`src/hw/exception_unit_pkg.sv`:
```
// Constants, register map and state codes for the reset, watchdog and interrupt entry unit.
// Assumes a single bus clock domain; shared by the design and the bench.
package exception_unit_pkg;

	// ----------------------------------------------------------------
	// Register map (byte addresses, low address byte decoded)
	// ----------------------------------------------------------------
	localparam logic [7:0]  ADDR_CAUSE      = 8'h00;
	localparam logic [7:0]  ADDR_OPT_ONE    = 8'h04;
	localparam logic [7:0]  ADDR_OPT_TWO    = 8'h08;
	localparam logic [7:0]  ADDR_IRQ_FLAGS  = 8'h0C;
	localparam logic [7:0]  ADDR_IRQ_ENABLE = 8'h10;
	localparam logic [7:0]  ADDR_CORE_STATE = 8'h14;

	// ----------------------------------------------------------------
	// Field positions and reset values
	// ----------------------------------------------------------------
	localparam int          CAUSE_POR_BIT     = 7;
	localparam int          CAUSE_PIN_BIT     = 6;
	localparam int          CAUSE_WDOG_BIT    = 5;
	localparam int          CAUSE_ILLEGAL_OPCODE_RESET_BIT    = 4;
	localparam int          CAUSE_LVR_BIT     = 1;
	localparam int          WDOG_EN_BIT       = 7;
	localparam int          WDOG_LONG_BIT     = 6;
	localparam int          WDOG_CLKSEL_BIT   = 7;
	localparam logic [7:0]  OPT_ONE_RESET     = 8'hC0;
	localparam logic [7:0]  OPT_TWO_RESET     = 8'h00;
	localparam logic [7:0]  CAUSE_POR_VALUE   = 8'h80;
	localparam int          CCR_I_BIT         = 3;
	localparam int          CORE_MASK_BIT     = 16;
	localparam int          CORE_STATE_LSB    = 17;

	// ----------------------------------------------------------------
	// Core addresses and sequence lengths
	// ----------------------------------------------------------------
	localparam logic [15:0] RESET_VECTOR      = 16'hFFFE;
	localparam logic [15:0] SRC_VECTOR_TOP    = 16'hFFFC;
	localparam logic [15:0] SP_RESET          = 16'h00FF;
	localparam logic [15:0] ONE_16            = 16'h0001;
	localparam int          NUM_SRC           = 8;
	localparam int          SRC_W             = 3;
	localparam logic [2:0]  FRAME_LAST        = 3'h4;
	localparam logic [2:0]  VEC_LAST          = 3'h2;
	localparam logic [2:0]  PREFETCH_LAST     = 3'h3;
	localparam logic [2:0]  UNSTACK_LAST      = 3'h5;

	// ----------------------------------------------------------------
	// Watchdog timing
	// ----------------------------------------------------------------
	localparam int          LPO_PERIOD_US     = 1000;
	localparam int          WDOG_SHORT_US     = 32000;
	localparam int          WDOG_LONG_US      = 256000;
	localparam int          WDOG_CNT_W        = 19;
	localparam logic [WDOG_CNT_W-1:0] WDOG_LPO_SHORT =
		WDOG_CNT_W'(WDOG_SHORT_US / LPO_PERIOD_US);
	localparam logic [WDOG_CNT_W-1:0] WDOG_LPO_LONG  =
		WDOG_CNT_W'(WDOG_LONG_US / LPO_PERIOD_US);
	localparam logic [WDOG_CNT_W-1:0] WDOG_ONE       = 19'h00001;

	// ----------------------------------------------------------------
	// Sequencer states
	// ----------------------------------------------------------------
	typedef enum logic [2:0] {
		ST_RUN      = 3'b000,
		ST_VECTOR   = 3'b001,
		ST_PREFETCH = 3'b010,
		ST_STACK    = 3'b011,
		ST_UNSTACK  = 3'b100
	} seq_state_t;

endpackage

```
`src/hw/exception_unit.sv`:
```
// Reset control, reset cause record, watchdog and interrupt entry and return sequencer.
// Assumes an AHB-Lite master, a byte memory with combinational read of the registered address,
// and a core that halts while seq_busy is high and holds its register inputs steady.
// Function
// - Any reset loads the PC from the reset vector before the first fetch.
// - Reset sets the global interrupt mask and forces the stack pointer value.
// - Each reset cause except debug-forced has its own status bit.
// - Any reset sets the watchdog enable until software clears it.
// - Any write to the cause status address clears the watchdog counter only.
// - Clock select 0 counts the low-power clock, 1 counts the bus clock.
// - Low-power clock timeout is 32 cycles short, 256 cycles long.
// - Bus clock timeout is 2^13 cycles short, 2^18 cycles long.
// - Out of reset the watchdog uses low-power clock and long timeout.
// - Each option register takes one write after reset; it also clears the watchdog.
// - A watchdog reaching its timeout causes a system reset.
// - The watchdog holds its count in background debug mode.
// - On bus clock the watchdog freezes in stop and resumes after.
// - On low-power clock the watchdog clears on stop entry, restarts from zero.
// - Events set flags; requests need local enable and clear global mask.
// - Entry starts only at an instruction boundary, like the software interrupt.
// - Entry stacks, sets the mask, fetches the top vector, prefetches three bytes.
// - Stacking runs PC low to condition code; SP ends one below it.
// - Return unstacks in reverse order, then prefetches three bytes.
// - The high index register is never stacked or restored.
// - With several pending, the highest-priority source is served first.
//
// Added by the designer: the AHB-Lite slave port and the register offsets.
`timescale 1ns/100ps
module exception_unit
	import exception_unit_pkg::*;
#(
	parameter logic [WDOG_CNT_W-1:0] WDOG_BUS_SHORT = 19'h02000,
	parameter logic [WDOG_CNT_W-1:0] WDOG_BUS_LONG  = 19'h40000
) (
	// Clock and power-on reset
	input  wire logic                 hclk,
	input  wire logic                 hresetn,
	// AHB-Lite slave
	input  wire logic                 hsel,
	input  wire logic [31:0]          haddr,
	input  wire logic [1:0]           htrans,
	input  wire logic                 hwrite,
	input  wire logic [2:0]           hsize,
	input  wire logic [31:0]          hwdata,
	input  wire logic                 hready,
	output logic                      hreadyout,
	output logic                      hresp,
	output logic [31:0]               hrdata,
	// Reset sources and low-power clock (pins and analogue, asynchronous)
	input  wire logic                 pin_reset_n,
	input  wire logic                 low_voltage_reset,
	input  wire logic                 debug_reset,
	input  wire logic                 lpo_clock_in,
	// Core status (bus clock domain)
	input  wire logic                 illegal_opcode_reset,
	input  wire logic                 debug_mode,
	input  wire logic                 stop_mode,
	input  wire logic                 instr_done,
	input  wire logic                 rti_exec,
	input  wire logic                 mask_set,
	input  wire logic                 mask_clear,
	input  wire logic [15:0]          core_next_pc,
	input  wire logic [7:0]           core_a,
	input  wire logic [7:0]           core_x,
	input  wire logic [7:0]           core_ccr,
	// Peripheral interrupt events
	input  wire logic [NUM_SRC-1:0]   irq_event,
	// Core control
	output logic                      system_reset,
	output logic                      seq_busy,
	output logic                      global_mask,
	output logic [15:0]               stack_pointer,
	output logic                      pc_load,
	output logic [15:0]               pc_value,
	output logic                      restore_valid,
	output logic [7:0]                restore_ccr,
	output logic [7:0]                restore_a,
	output logic [7:0]                restore_x,
	output logic                      prefetch_valid,
	output logic [7:0]                prefetch_byte,
	// Memory master
	output logic [15:0]               mem_addr,
	output logic                      mem_read,
	output logic                      mem_write,
	output logic [7:0]                mem_wdata,
	input  wire logic [7:0]           mem_rdata
);

	// ----------------------------------------------------------------
	// Declarations
	// ----------------------------------------------------------------
	logic [1:0]            pin_sync_q, lvr_sync_q, dbg_sync_q, lpo_sync_q;
	logic                  lpo_prev_q;
	logic                  soft_reset;
	logic                  wdog_fire;
	logic [7:0]            cause_q;
	logic [7:0]            opt_one_q, opt_two_q;
	logic                  opt_one_locked_q, opt_two_locked_q;
	logic [WDOG_CNT_W-1:0] wdog_cnt_q, wdog_limit;
	logic                  wdog_tick, wdog_clear;
	logic                  dp_valid_q, dp_write_q;
	logic [7:0]            dp_addr_q;
	logic                  wr_cause, wr_opt_one, wr_opt_two, wr_flags, wr_enable;
	logic [NUM_SRC-1:0]    irq_flag_q, irq_enable_q, pending;
	logic [SRC_W-1:0]      top_src;
	logic                  take_irq;
	seq_state_t            state_q;
	logic [2:0]            step_q;
	logic [15:0]           sp_q, pc_q, vec_addr_q;
	logic                  mask_q;
	logic [7:0]            rd_mux;

	// ----------------------------------------------------------------
	// Input synchronisers
	// ----------------------------------------------------------------
	always_ff @(posedge hclk or negedge hresetn) begin
		if (!hresetn) begin
			pin_sync_q <= 2'h3;
			lvr_sync_q <= 2'h0;
			dbg_sync_q <= 2'h0;
			lpo_sync_q <= 2'h0;
			lpo_prev_q <= 1'b0;
		end else begin
			pin_sync_q <= {pin_sync_q[0], pin_reset_n};
			lvr_sync_q <= {lvr_sync_q[0], low_voltage_reset};
			dbg_sync_q <= {dbg_sync_q[0], debug_reset};
			lpo_sync_q <= {lpo_sync_q[0], lpo_clock_in};
			lpo_prev_q <= lpo_sync_q[1];
		end
	end

	// ----------------------------------------------------------------
	// System reset and cause record
	// ----------------------------------------------------------------
	assign soft_reset = !pin_sync_q[1] | lvr_sync_q[1] | dbg_sync_q[1]
		| illegal_opcode_reset | wdog_fire;
	assign system_reset = soft_reset;

	always_ff @(posedge hclk or negedge hresetn) begin
		if (!hresetn) begin
			cause_q <= CAUSE_POR_VALUE;
		end else if (soft_reset) begin
			cause_q                 <= 8'h00;
			cause_q[CAUSE_PIN_BIT]  <= !pin_sync_q[1];
			cause_q[CAUSE_LVR_BIT]  <= lvr_sync_q[1];
			cause_q[CAUSE_ILLEGAL_OPCODE_RESET_BIT] <= illegal_opcode_reset;
			cause_q[CAUSE_WDOG_BIT] <= wdog_fire;
		end
	end

	// ----------------------------------------------------------------
	// AHB-Lite slave, zero wait state
	// ----------------------------------------------------------------
	assign hreadyout = 1'b1;
	assign hresp     = 1'b0;

	always_comb begin
		case (haddr[7:0])
			ADDR_CAUSE:      rd_mux = cause_q;
			ADDR_OPT_ONE:    rd_mux = opt_one_q;
			ADDR_OPT_TWO:    rd_mux = opt_two_q;
			ADDR_IRQ_FLAGS:  rd_mux = irq_flag_q;
			ADDR_IRQ_ENABLE: rd_mux = irq_enable_q;
			default:         rd_mux = 8'h00;
		endcase
	end

	always_ff @(posedge hclk or negedge hresetn) begin
		if (!hresetn) begin
			dp_valid_q <= 1'b0;
			dp_write_q <= 1'b0;
			dp_addr_q  <= 8'h00;
			hrdata     <= 32'h00000000;
		end else if (hready) begin
			dp_valid_q <= hsel & htrans[1];
			dp_write_q <= hwrite;
			dp_addr_q  <= haddr[7:0];
			if (hsel & htrans[1] & !hwrite) begin
				if (haddr[7:0] == ADDR_CORE_STATE) begin
					hrdata <= {12'h000, 3'(state_q), mask_q, sp_q};
				end else begin
					hrdata <= {24'h000000, rd_mux};
				end
			end
		end
	end

	assign wr_cause   = dp_valid_q & dp_write_q & (dp_addr_q == ADDR_CAUSE);
	assign wr_opt_one = dp_valid_q & dp_write_q & (dp_addr_q == ADDR_OPT_ONE);
	assign wr_opt_two = dp_valid_q & dp_write_q & (dp_addr_q == ADDR_OPT_TWO);
	assign wr_flags   = dp_valid_q & dp_write_q & (dp_addr_q == ADDR_IRQ_FLAGS);
	assign wr_enable  = dp_valid_q & dp_write_q & (dp_addr_q == ADDR_IRQ_ENABLE);

	// ----------------------------------------------------------------
	// Write-once option registers
	// ----------------------------------------------------------------
	always_ff @(posedge hclk or negedge hresetn) begin
		if (!hresetn) begin
			opt_one_q        <= OPT_ONE_RESET;
			opt_two_q        <= OPT_TWO_RESET;
			opt_one_locked_q <= 1'b0;
			opt_two_locked_q <= 1'b0;
		end else if (soft_reset) begin
			opt_one_q        <= OPT_ONE_RESET;
			opt_two_q        <= OPT_TWO_RESET;
			opt_one_locked_q <= 1'b0;
			opt_two_locked_q <= 1'b0;
		end else begin
			if (wr_opt_one && !opt_one_locked_q) begin
				opt_one_q        <= hwdata[7:0];
				opt_one_locked_q <= 1'b1;
			end
			if (wr_opt_two && !opt_two_locked_q) begin
				opt_two_q        <= hwdata[7:0];
				opt_two_locked_q <= 1'b1;
			end
		end
	end

	// ----------------------------------------------------------------
	// Watchdog
	// ----------------------------------------------------------------
	always_comb begin
		case ({opt_two_q[WDOG_CLKSEL_BIT], opt_one_q[WDOG_LONG_BIT]})
			2'b00:   wdog_limit = WDOG_LPO_SHORT;
			2'b01:   wdog_limit = WDOG_LPO_LONG;
			2'b10:   wdog_limit = WDOG_BUS_SHORT;
			default: wdog_limit = WDOG_BUS_LONG;
		endcase
	end

	// Bus clock counts every cycle, low-power clock on each rising edge
	assign wdog_tick = opt_two_q[WDOG_CLKSEL_BIT] ? 1'b1 : (lpo_sync_q[1] & !lpo_prev_q);
	assign wdog_clear = wr_cause
		| (wr_opt_one & !opt_one_locked_q) | (wr_opt_two & !opt_two_locked_q);
	assign wdog_fire = opt_one_q[WDOG_EN_BIT] & (wdog_cnt_q >= wdog_limit);

	always_ff @(posedge hclk or negedge hresetn) begin
		if (!hresetn) begin
			wdog_cnt_q <= '0;
		end else begin
			if (soft_reset || wdog_clear || !opt_one_q[WDOG_EN_BIT]) begin
				wdog_cnt_q <= '0;
			end else if (stop_mode && !opt_two_q[WDOG_CLKSEL_BIT]) begin
				wdog_cnt_q <= '0;
			end else if (stop_mode || debug_mode) begin
				wdog_cnt_q <= wdog_cnt_q;
			end else if (wdog_tick) begin
				wdog_cnt_q <= wdog_cnt_q + WDOG_ONE;
			end
		end
	end

	// ----------------------------------------------------------------
	// Interrupt flags, enables and priority
	// ----------------------------------------------------------------
	genvar gi;
	generate
		for (gi = 0; gi < NUM_SRC; gi = gi + 1) begin : g_flag
			always_ff @(posedge hclk or negedge hresetn) begin
				if (!hresetn) begin
					irq_flag_q[gi] <= 1'b0;
				end else if (soft_reset) begin
					irq_flag_q[gi] <= 1'b0;
				end else if (irq_event[gi]) begin
					irq_flag_q[gi] <= 1'b1;
				end else if (wr_flags && hwdata[gi]) begin
					irq_flag_q[gi] <= 1'b0;
				end
			end
		end
	endgenerate

	always_ff @(posedge hclk or negedge hresetn) begin
		if (!hresetn) begin
			irq_enable_q <= '0;
		end else if (soft_reset) begin
			irq_enable_q <= '0;
		end else if (wr_enable) begin
			irq_enable_q <= hwdata[NUM_SRC-1:0];
		end
	end

	assign pending = irq_flag_q & irq_enable_q;

	// Highest index wins
	always_comb begin
		top_src = '0;
		for (int i = 0; i < NUM_SRC; i++) begin
			if (pending[i]) begin
				top_src = SRC_W'(i);
			end
		end
	end

	assign take_irq = (state_q == ST_RUN) & instr_done & (|pending) & !mask_q;

	// ----------------------------------------------------------------
	// Entry, return and reset sequencer
	// ----------------------------------------------------------------
	always_ff @(posedge hclk or negedge hresetn) begin
		if (!hresetn) begin
			state_q        <= ST_VECTOR;
			step_q         <= 3'h0;
			sp_q           <= SP_RESET;
			pc_q           <= 16'h0000;
			vec_addr_q     <= RESET_VECTOR;
			mask_q         <= 1'b1;
			mem_addr       <= 16'h0000;
			mem_read       <= 1'b0;
			mem_write      <= 1'b0;
			mem_wdata      <= 8'h00;
			pc_load        <= 1'b0;
			restore_valid  <= 1'b0;
			pc_value       <= 16'h0000;
			restore_ccr    <= 8'h00;
			restore_a      <= 8'h00;
			restore_x      <= 8'h00;
			prefetch_valid <= 1'b0;
			prefetch_byte  <= 8'h00;
		end else if (soft_reset) begin
			state_q        <= ST_VECTOR;
			step_q         <= 3'h0;
			sp_q           <= SP_RESET;
			vec_addr_q     <= RESET_VECTOR;
			mask_q         <= 1'b1;
			mem_read       <= 1'b0;
			mem_write      <= 1'b0;
			pc_load        <= 1'b0;
			restore_valid  <= 1'b0;
			prefetch_valid <= 1'b0;
		end else begin
			mem_read       <= 1'b0;
			mem_write      <= 1'b0;
			pc_load        <= 1'b0;
			restore_valid  <= 1'b0;
			prefetch_valid <= 1'b0;
			step_q         <= step_q + 3'h1;
			case (state_q)
				ST_RUN: begin
					step_q <= 3'h0;
					if (mask_set) begin
						mask_q <= 1'b1;
					end else if (mask_clear) begin
						mask_q <= 1'b0;
					end
					if (take_irq) begin
						state_q    <= ST_STACK;
						vec_addr_q <= SRC_VECTOR_TOP - {12'h000, top_src, 1'b0};
					end else if (rti_exec) begin
						state_q <= ST_UNSTACK;
					end
				end
				ST_STACK: begin
					// PC low, PC high, X, A, CONDITION_CODE_REGISTER; high index never stacked
					mem_write <= 1'b1;
					mem_addr  <= sp_q;
					sp_q      <= sp_q - ONE_16;
					case (step_q)
						3'h0:    mem_wdata <= core_next_pc[7:0];
						3'h1:    mem_wdata <= core_next_pc[15:8];
						3'h2:    mem_wdata <= core_x;
						3'h3:    mem_wdata <= core_a;
						default: begin
							mem_wdata            <= core_ccr;
							mem_wdata[CCR_I_BIT] <= mask_q;
						end
					endcase
					if (step_q == FRAME_LAST) begin
						state_q <= ST_VECTOR;
						step_q  <= 3'h0;
						mask_q  <= 1'b1;
					end
				end
				ST_VECTOR: begin
					if (step_q < VEC_LAST) begin
						mem_read <= 1'b1;
						mem_addr <= vec_addr_q + {13'h0000, step_q};
					end
					if (step_q == 3'h1) begin
						pc_q[15:8] <= mem_rdata;
					end
					if (step_q == VEC_LAST) begin
						pc_q[7:0] <= mem_rdata;
						state_q   <= ST_PREFETCH;
						step_q    <= 3'h0;
					end
				end
				ST_PREFETCH: begin
					if (step_q < PREFETCH_LAST) begin
						mem_read <= 1'b1;
						mem_addr <= pc_q + {13'h0000, step_q};
					end
					if (step_q != 3'h0) begin
						prefetch_valid <= 1'b1;
						prefetch_byte  <= mem_rdata;
					end
					if (step_q == PREFETCH_LAST) begin
						pc_load  <= 1'b1;
						pc_value <= pc_q;
						state_q  <= ST_RUN;
						step_q   <= 3'h0;
					end
				end
				ST_UNSTACK: begin
					// CONDITION_CODE_REGISTER, A, X, PC high, PC low; high index untouched
					if (step_q < UNSTACK_LAST) begin
						mem_read <= 1'b1;
						mem_addr <= sp_q + ONE_16;
						sp_q     <= sp_q + ONE_16;
					end
					case (step_q)
						3'h1: begin
							restore_ccr <= mem_rdata;
							mask_q      <= mem_rdata[CCR_I_BIT];
						end
						3'h2:    restore_a   <= mem_rdata;
						3'h3:    restore_x   <= mem_rdata;
						3'h4:    pc_q[15:8]  <= mem_rdata;
						3'h5:    pc_q[7:0]   <= mem_rdata;
						default: ;
					endcase
					if (step_q == UNSTACK_LAST) begin
						restore_valid <= 1'b1;
						state_q       <= ST_PREFETCH;
						step_q        <= 3'h0;
					end
				end
				default: begin
					state_q <= ST_RUN;
					step_q  <= 3'h0;
				end
			endcase
		end
	end

	assign seq_busy      = (state_q != ST_RUN) | soft_reset;
	assign global_mask   = mask_q;
	assign stack_pointer = sp_q;

endmodule // exception_unit

```
`config.mk`:
```
export PLATFORM = sky130hd
export DESIGN_NAME = exception_unit
export DESIGN_NICKNAME = d
export VERILOG_FILES = /design/src/hw/exception_unit_pkg.sv /design/src/hw/exception_unit.sv
export SDC_FILE = /design/constraint.sdc
export NUM_CORES = 1
export LEC_CHECK = 0
export ABC_AREA = 1
export CAP_MARGIN = 20
export CORE_MARGIN = 2
export CORE_UTILIZATION = 30
export DETAILED_ROUTE_END_ITERATION = 12
export DONT_BUFFER_PORTS = 1
export PLACE_DENSITY = 0.48
export SLEW_MARGIN = 20
export SYNTH_ARGS = -nofsm -noshare
export SYNTH_HDL_FRONTEND = slang
export SYNTH_SLANG_ARGS = --single-unit
```
`constraint.sdc`:
```
create_clock -name hclk -period 2.9 [get_ports hclk]
set_clock_uncertainty 0.2 [all_clocks]
set_input_delay 0.435 -clock hclk [delete_from_list [all_inputs] [get_ports hclk]]
set_output_delay 0.435 -clock hclk [all_outputs]
set_load 0.01 [all_outputs]
```
==> flow_summary_export.csv <==
group,metric,value,unit
die,die_w,201,microns
cts,cts_tree,"done",
grt,grt_pass1_wl,61.3,mm
place,post-place-ws,46.7,ps
cts,cts_htree_levels,1,
worst_setup_path,crit_family,"flip-flops",
yosys,synthCells,1544,
worst_setup_path,cp_max_fo,5,
sta,worstMarginPinSlew,889,ps
final_layout,register_area,5460,sq um
yosys,ys_types,45,
detailed_routing,first_iter_violations,655,
yosys,yosys_warnings,0,
final_layout,final_cell_area,14200,sq um
final_layout,n_antenna_cell,0,
yosys,syn_area_per_cell,7.55,sq um
detailed_routing,wl_per_cell,17.5,microns
worst_setup_path,r2r_cells,11,
worst_setup_path,endpoint_kind,"primary output",
cts,hold_buffers,68,
sta,setup_tns,-58.9,ps
detailed_routing,routed_via_density,4.92,
sta,hold_viol_final,217,
sta,rsz0062_at_grt,"true",
power,power_frac_seq,45.8,%
detailed_routing,dr_total_vias,10700,
yosys,syn_area,11700,sq um
sta,max_freq,341,MHz
die,die_h,201,microns
worst_setup_path,cp_common_cell,"nand2_2",
sta,slew_viol_final,0,
place,hpwl,27.1,mm
place,portBuffers,0,
place,place_congestion,0.866,
yosys,seq_area_frac_synth,46.8,%
die,initial_core_util,30.3,%
final_layout,nets,1792,
power,clkPwrFrac,49.7,%
job,drv_cap,0,
final_layout,multiInputGateArea,5380,sq um
final_layout,area_growth,21.7,%
power,power_density,497,nW/um^2
sta,hold_ws,-602,ps
sta,period_needed,2930,ps
place,dp.cells,2047,
die,io_pins,271,
worst_setup_path,critPathBufInv,1,
grt,overflow,0,
detailed_routing,routed_wl,38.0,mm
cts,clock_sinks,217,
detailed_routing,final_antenna_net_count,0,
worst_setup_path,cp-start-kind,"flop",
outcome,status,"complete, but fails checks",
die,rows,72,
cts,path_clk_slew,60,ps
power,combPwrFrac,4.5,%
power,netSwitchingFraction,23.2,%
final_layout,utilization,36.9,%
grt,grt_pass1_vias,10600,
power,power_leakage,6.91,nW
grt,grtUsageTotal,19.0,%
cts,clockRootBuffer,"clkbuf_16",
sta,setup_viol,2,
sta,layout_setup_ws,-34.3,ps
power,total_power,7.05,mW
final_layout,num-fill-cells,4057,
worst_setup_path,critical_path_required,2270,ps
worst_setup_path,slowest_stage,"dfstp_2",
detailed_routing,dr.pass1.iters,5,
detailed_routing,drt_drc_violations_left,0,
grt,antenna_found_initial,0,
worst_setup_path,crit_arrival,2300,ps
yosys,ys_ff_latch,217,
final_layout,drive_gt1_share,9.75,%
power,vdd_drop_max,0.313,mV
die,coreArea,38500,sq um
power,p_sw,1.64,mW
final_layout,layoutNonFillerInstCount,2170,
cts,max-clock-path-buffers,3,
sta,relSlewSlack,40.7,%
grt,grt_max_degree,218,
min_path,hold_path_class,"input port to asynchronous set/reset pin",
sta,post-route-period-util,101,%
place,placed_area,12400,sq um
worst_setup_path,crit_cells,9,
cts,insertion_delay,550,ps
power,internal_power,5.42,mW
worst_setup_path,cpPeakStageDelay,570,ps
die,dieArea,40500,sq um
cts,cts_made_buffers,27,
outcome,violations,"negative hold slack, negative setup slack",
worst_setup_path,path_class,"flop to primary output",
worst_setup_path,crit_path_cell_trace,"nand2_2 > ha_4 > a21oi_4 > o21ai_2 > a21oi_2 > nand3_4 > a21boi_4 > nand2_2 > buf_6",
state kept, by name, summed over array words and instances, names as in the netlist, 5 cells and up:
signal         cells
opt_two_q          8
opt_one_q          8
restore_x          8
stack_pointer     16
pc_q              16
cause_q            5
restore_a          8
pc_value          16
mem_wdata          8
restore_ccr        8
irq_enable_q       8
dp_addr_q          8
wdog_cnt_q        19
hrdata            20
mem_addr          16
prefetch_byte      8
irq_flag_q         8
metal layers:
| layer | share of wire [%] | GRT usage, % | up-vias |
|---|---|---|---|
| met3 | 7.2 | 4.78 | 63 |
| li1 | - | - | 5175 |
| met1 | 44 | 25.1 | 5091 |
| met2 | 46 | 30.7 | 340 |
| met5 | 0 | 0 | - |
| met4 | 3.1 | 5.93 | 0 |
worst paths after layout:
check,from,to,slack [ps]
max in group asynchronous,hresetn,stack_pointer[14],2620
max reg2reg,opt_one_q[6],irq_flag_q[2],80
min,hresetn,dbg_sync_q[0],-600
min in group hclk,instr_done,vec_addr_q[4],30
max,opt_one_q[6],seq_busy,-30
min reg2reg,lvr_sync_q[0],lvr_sync_q[1],150
layout by cell type, fill, tap and decap left out, drive strengths merged, types with 19 or more instances in the layout:
| master | n |
|---|---|
| nand4 | 20 |
| dlygate4sd3 | 68 |
| nor2 | 128 |
| inv | 174 |
| clkbuf | 42 |
| a21oi | 45 |
| dfrtp | 198 |
| dfstp | 19 |
| nand2 | 439 |
| buf | 50 |
| nor3 | 27 |
| o21ai | 167 |
| nand3 | 140 |
logic make-up (layout without fill, tap and decap cells):
group / after synthesis / count (layout) / synth area share, %
buffers and inverters: 249 / 345 / 8.92
muxes: 1 / 1 / 0.0965
xor gates and xnor gates: 22 / 22 / 1.65
AOI/OAI and AO/OA: 269 / 269 / 13.0
and+or+nand+nor: 765 / 765 / 27.4
DFF: 217 / 217 / 46.8
other: 2 / 14 / 0.0644
adders and majority gates: 19 / 19 / 2.10
synth_stat cells (all sizes together):
| library cell | instances | area [sq um] |
|---|---|---|
| ha | 18 | 225 |
| o21ai | 167 | 836 |
| clkbuf | 27 | 101 |
| o21bai | 2 | 15.0 |
| nor3 | 27 | 135 |
| inv | 174 | 653 |
| nand3 | 140 | 716 |
| a22o | 4 | 35.0 |
| a21boi | 1 | 18.8 |
| nor4 | 4 | 25.0 |
| o311ai | 1 | 8.76 |
| mux2 | 1 | 11.3 |
| nand4 | 20 | 125 |
| a31o | 1 | 8.76 |
| a221oi | 6 | 52.6 |
| o31ai | 18 | 135 |
| dfrtp | 198 | 4950 |
| xnor2 | 4 | 35.0 |
| xor2 | 18 | 158 |
| o221ai | 1 | 8.76 |
| nor3b | 1 | 7.51 |
| nand2 | 439 | 1650 |
| o2bb2ai | 3 | 26.3 |
| or2 | 4 | 25.0 |
| buf | 45 | 274 |
| fa | 1 | 20.0 |
| o211ai | 12 | 90.1 |
| a21oi | 45 | 229 |
| clkinv | 3 | 11.3 |
| nand3b | 1 | 7.51 |
| nor2 | 128 | 500 |
| conb | 2 | 7.51 |
| o22ai | 6 | 37.5 |
| dfstp | 19 | 499 |
| a31oi | 2 | 12.5 |
| and2 | 1 | 6.26 |
power groups by stage:
stage	Sequential, mW	Clock (mW)	Combinational [mW]
floorplan	3.25	0	0.181
global placement	3.29	0	0.224
detailed placement	3.29	0	0.227
CTS	3.24	3.61	0.312
global route	3.24	3.75	0.358
finish	3.23	3.51	0.317
area by class of cell:
cell class	instances	area share (%)
flip-flops and latches	217	38.4
multi-input cells	1090	37.9
repair buffers	119	7.96
clock buffers	41	5.62
inverters	177	4.71
well taps	518	4.56
clock inverters	8	0.828
worst register-to-register path: cells and delay by family (launching register included):
| kind | cells | cell delay [ps] |
|---|---|---|
| adders and majority gates | 1 | 290 |
| buffers and inverters | 3 | 850 |
| and+or+nand+nor | 6 | 760 |
| AOI/OAI and AO/OA | 1 | 40 |
| DFF | 1 | 570 |
timing repair:
item | in CTS | in global routing
cloned | 0 | 1
gates resized for setup | 15 | 28
endpoints found under the hold margin | 315 | 217
setup buffers | 3 | 2
pin swaps | 7 | 9
setup endpoints to repair | 2 | 63
Power figures use the tool's default switching activity.
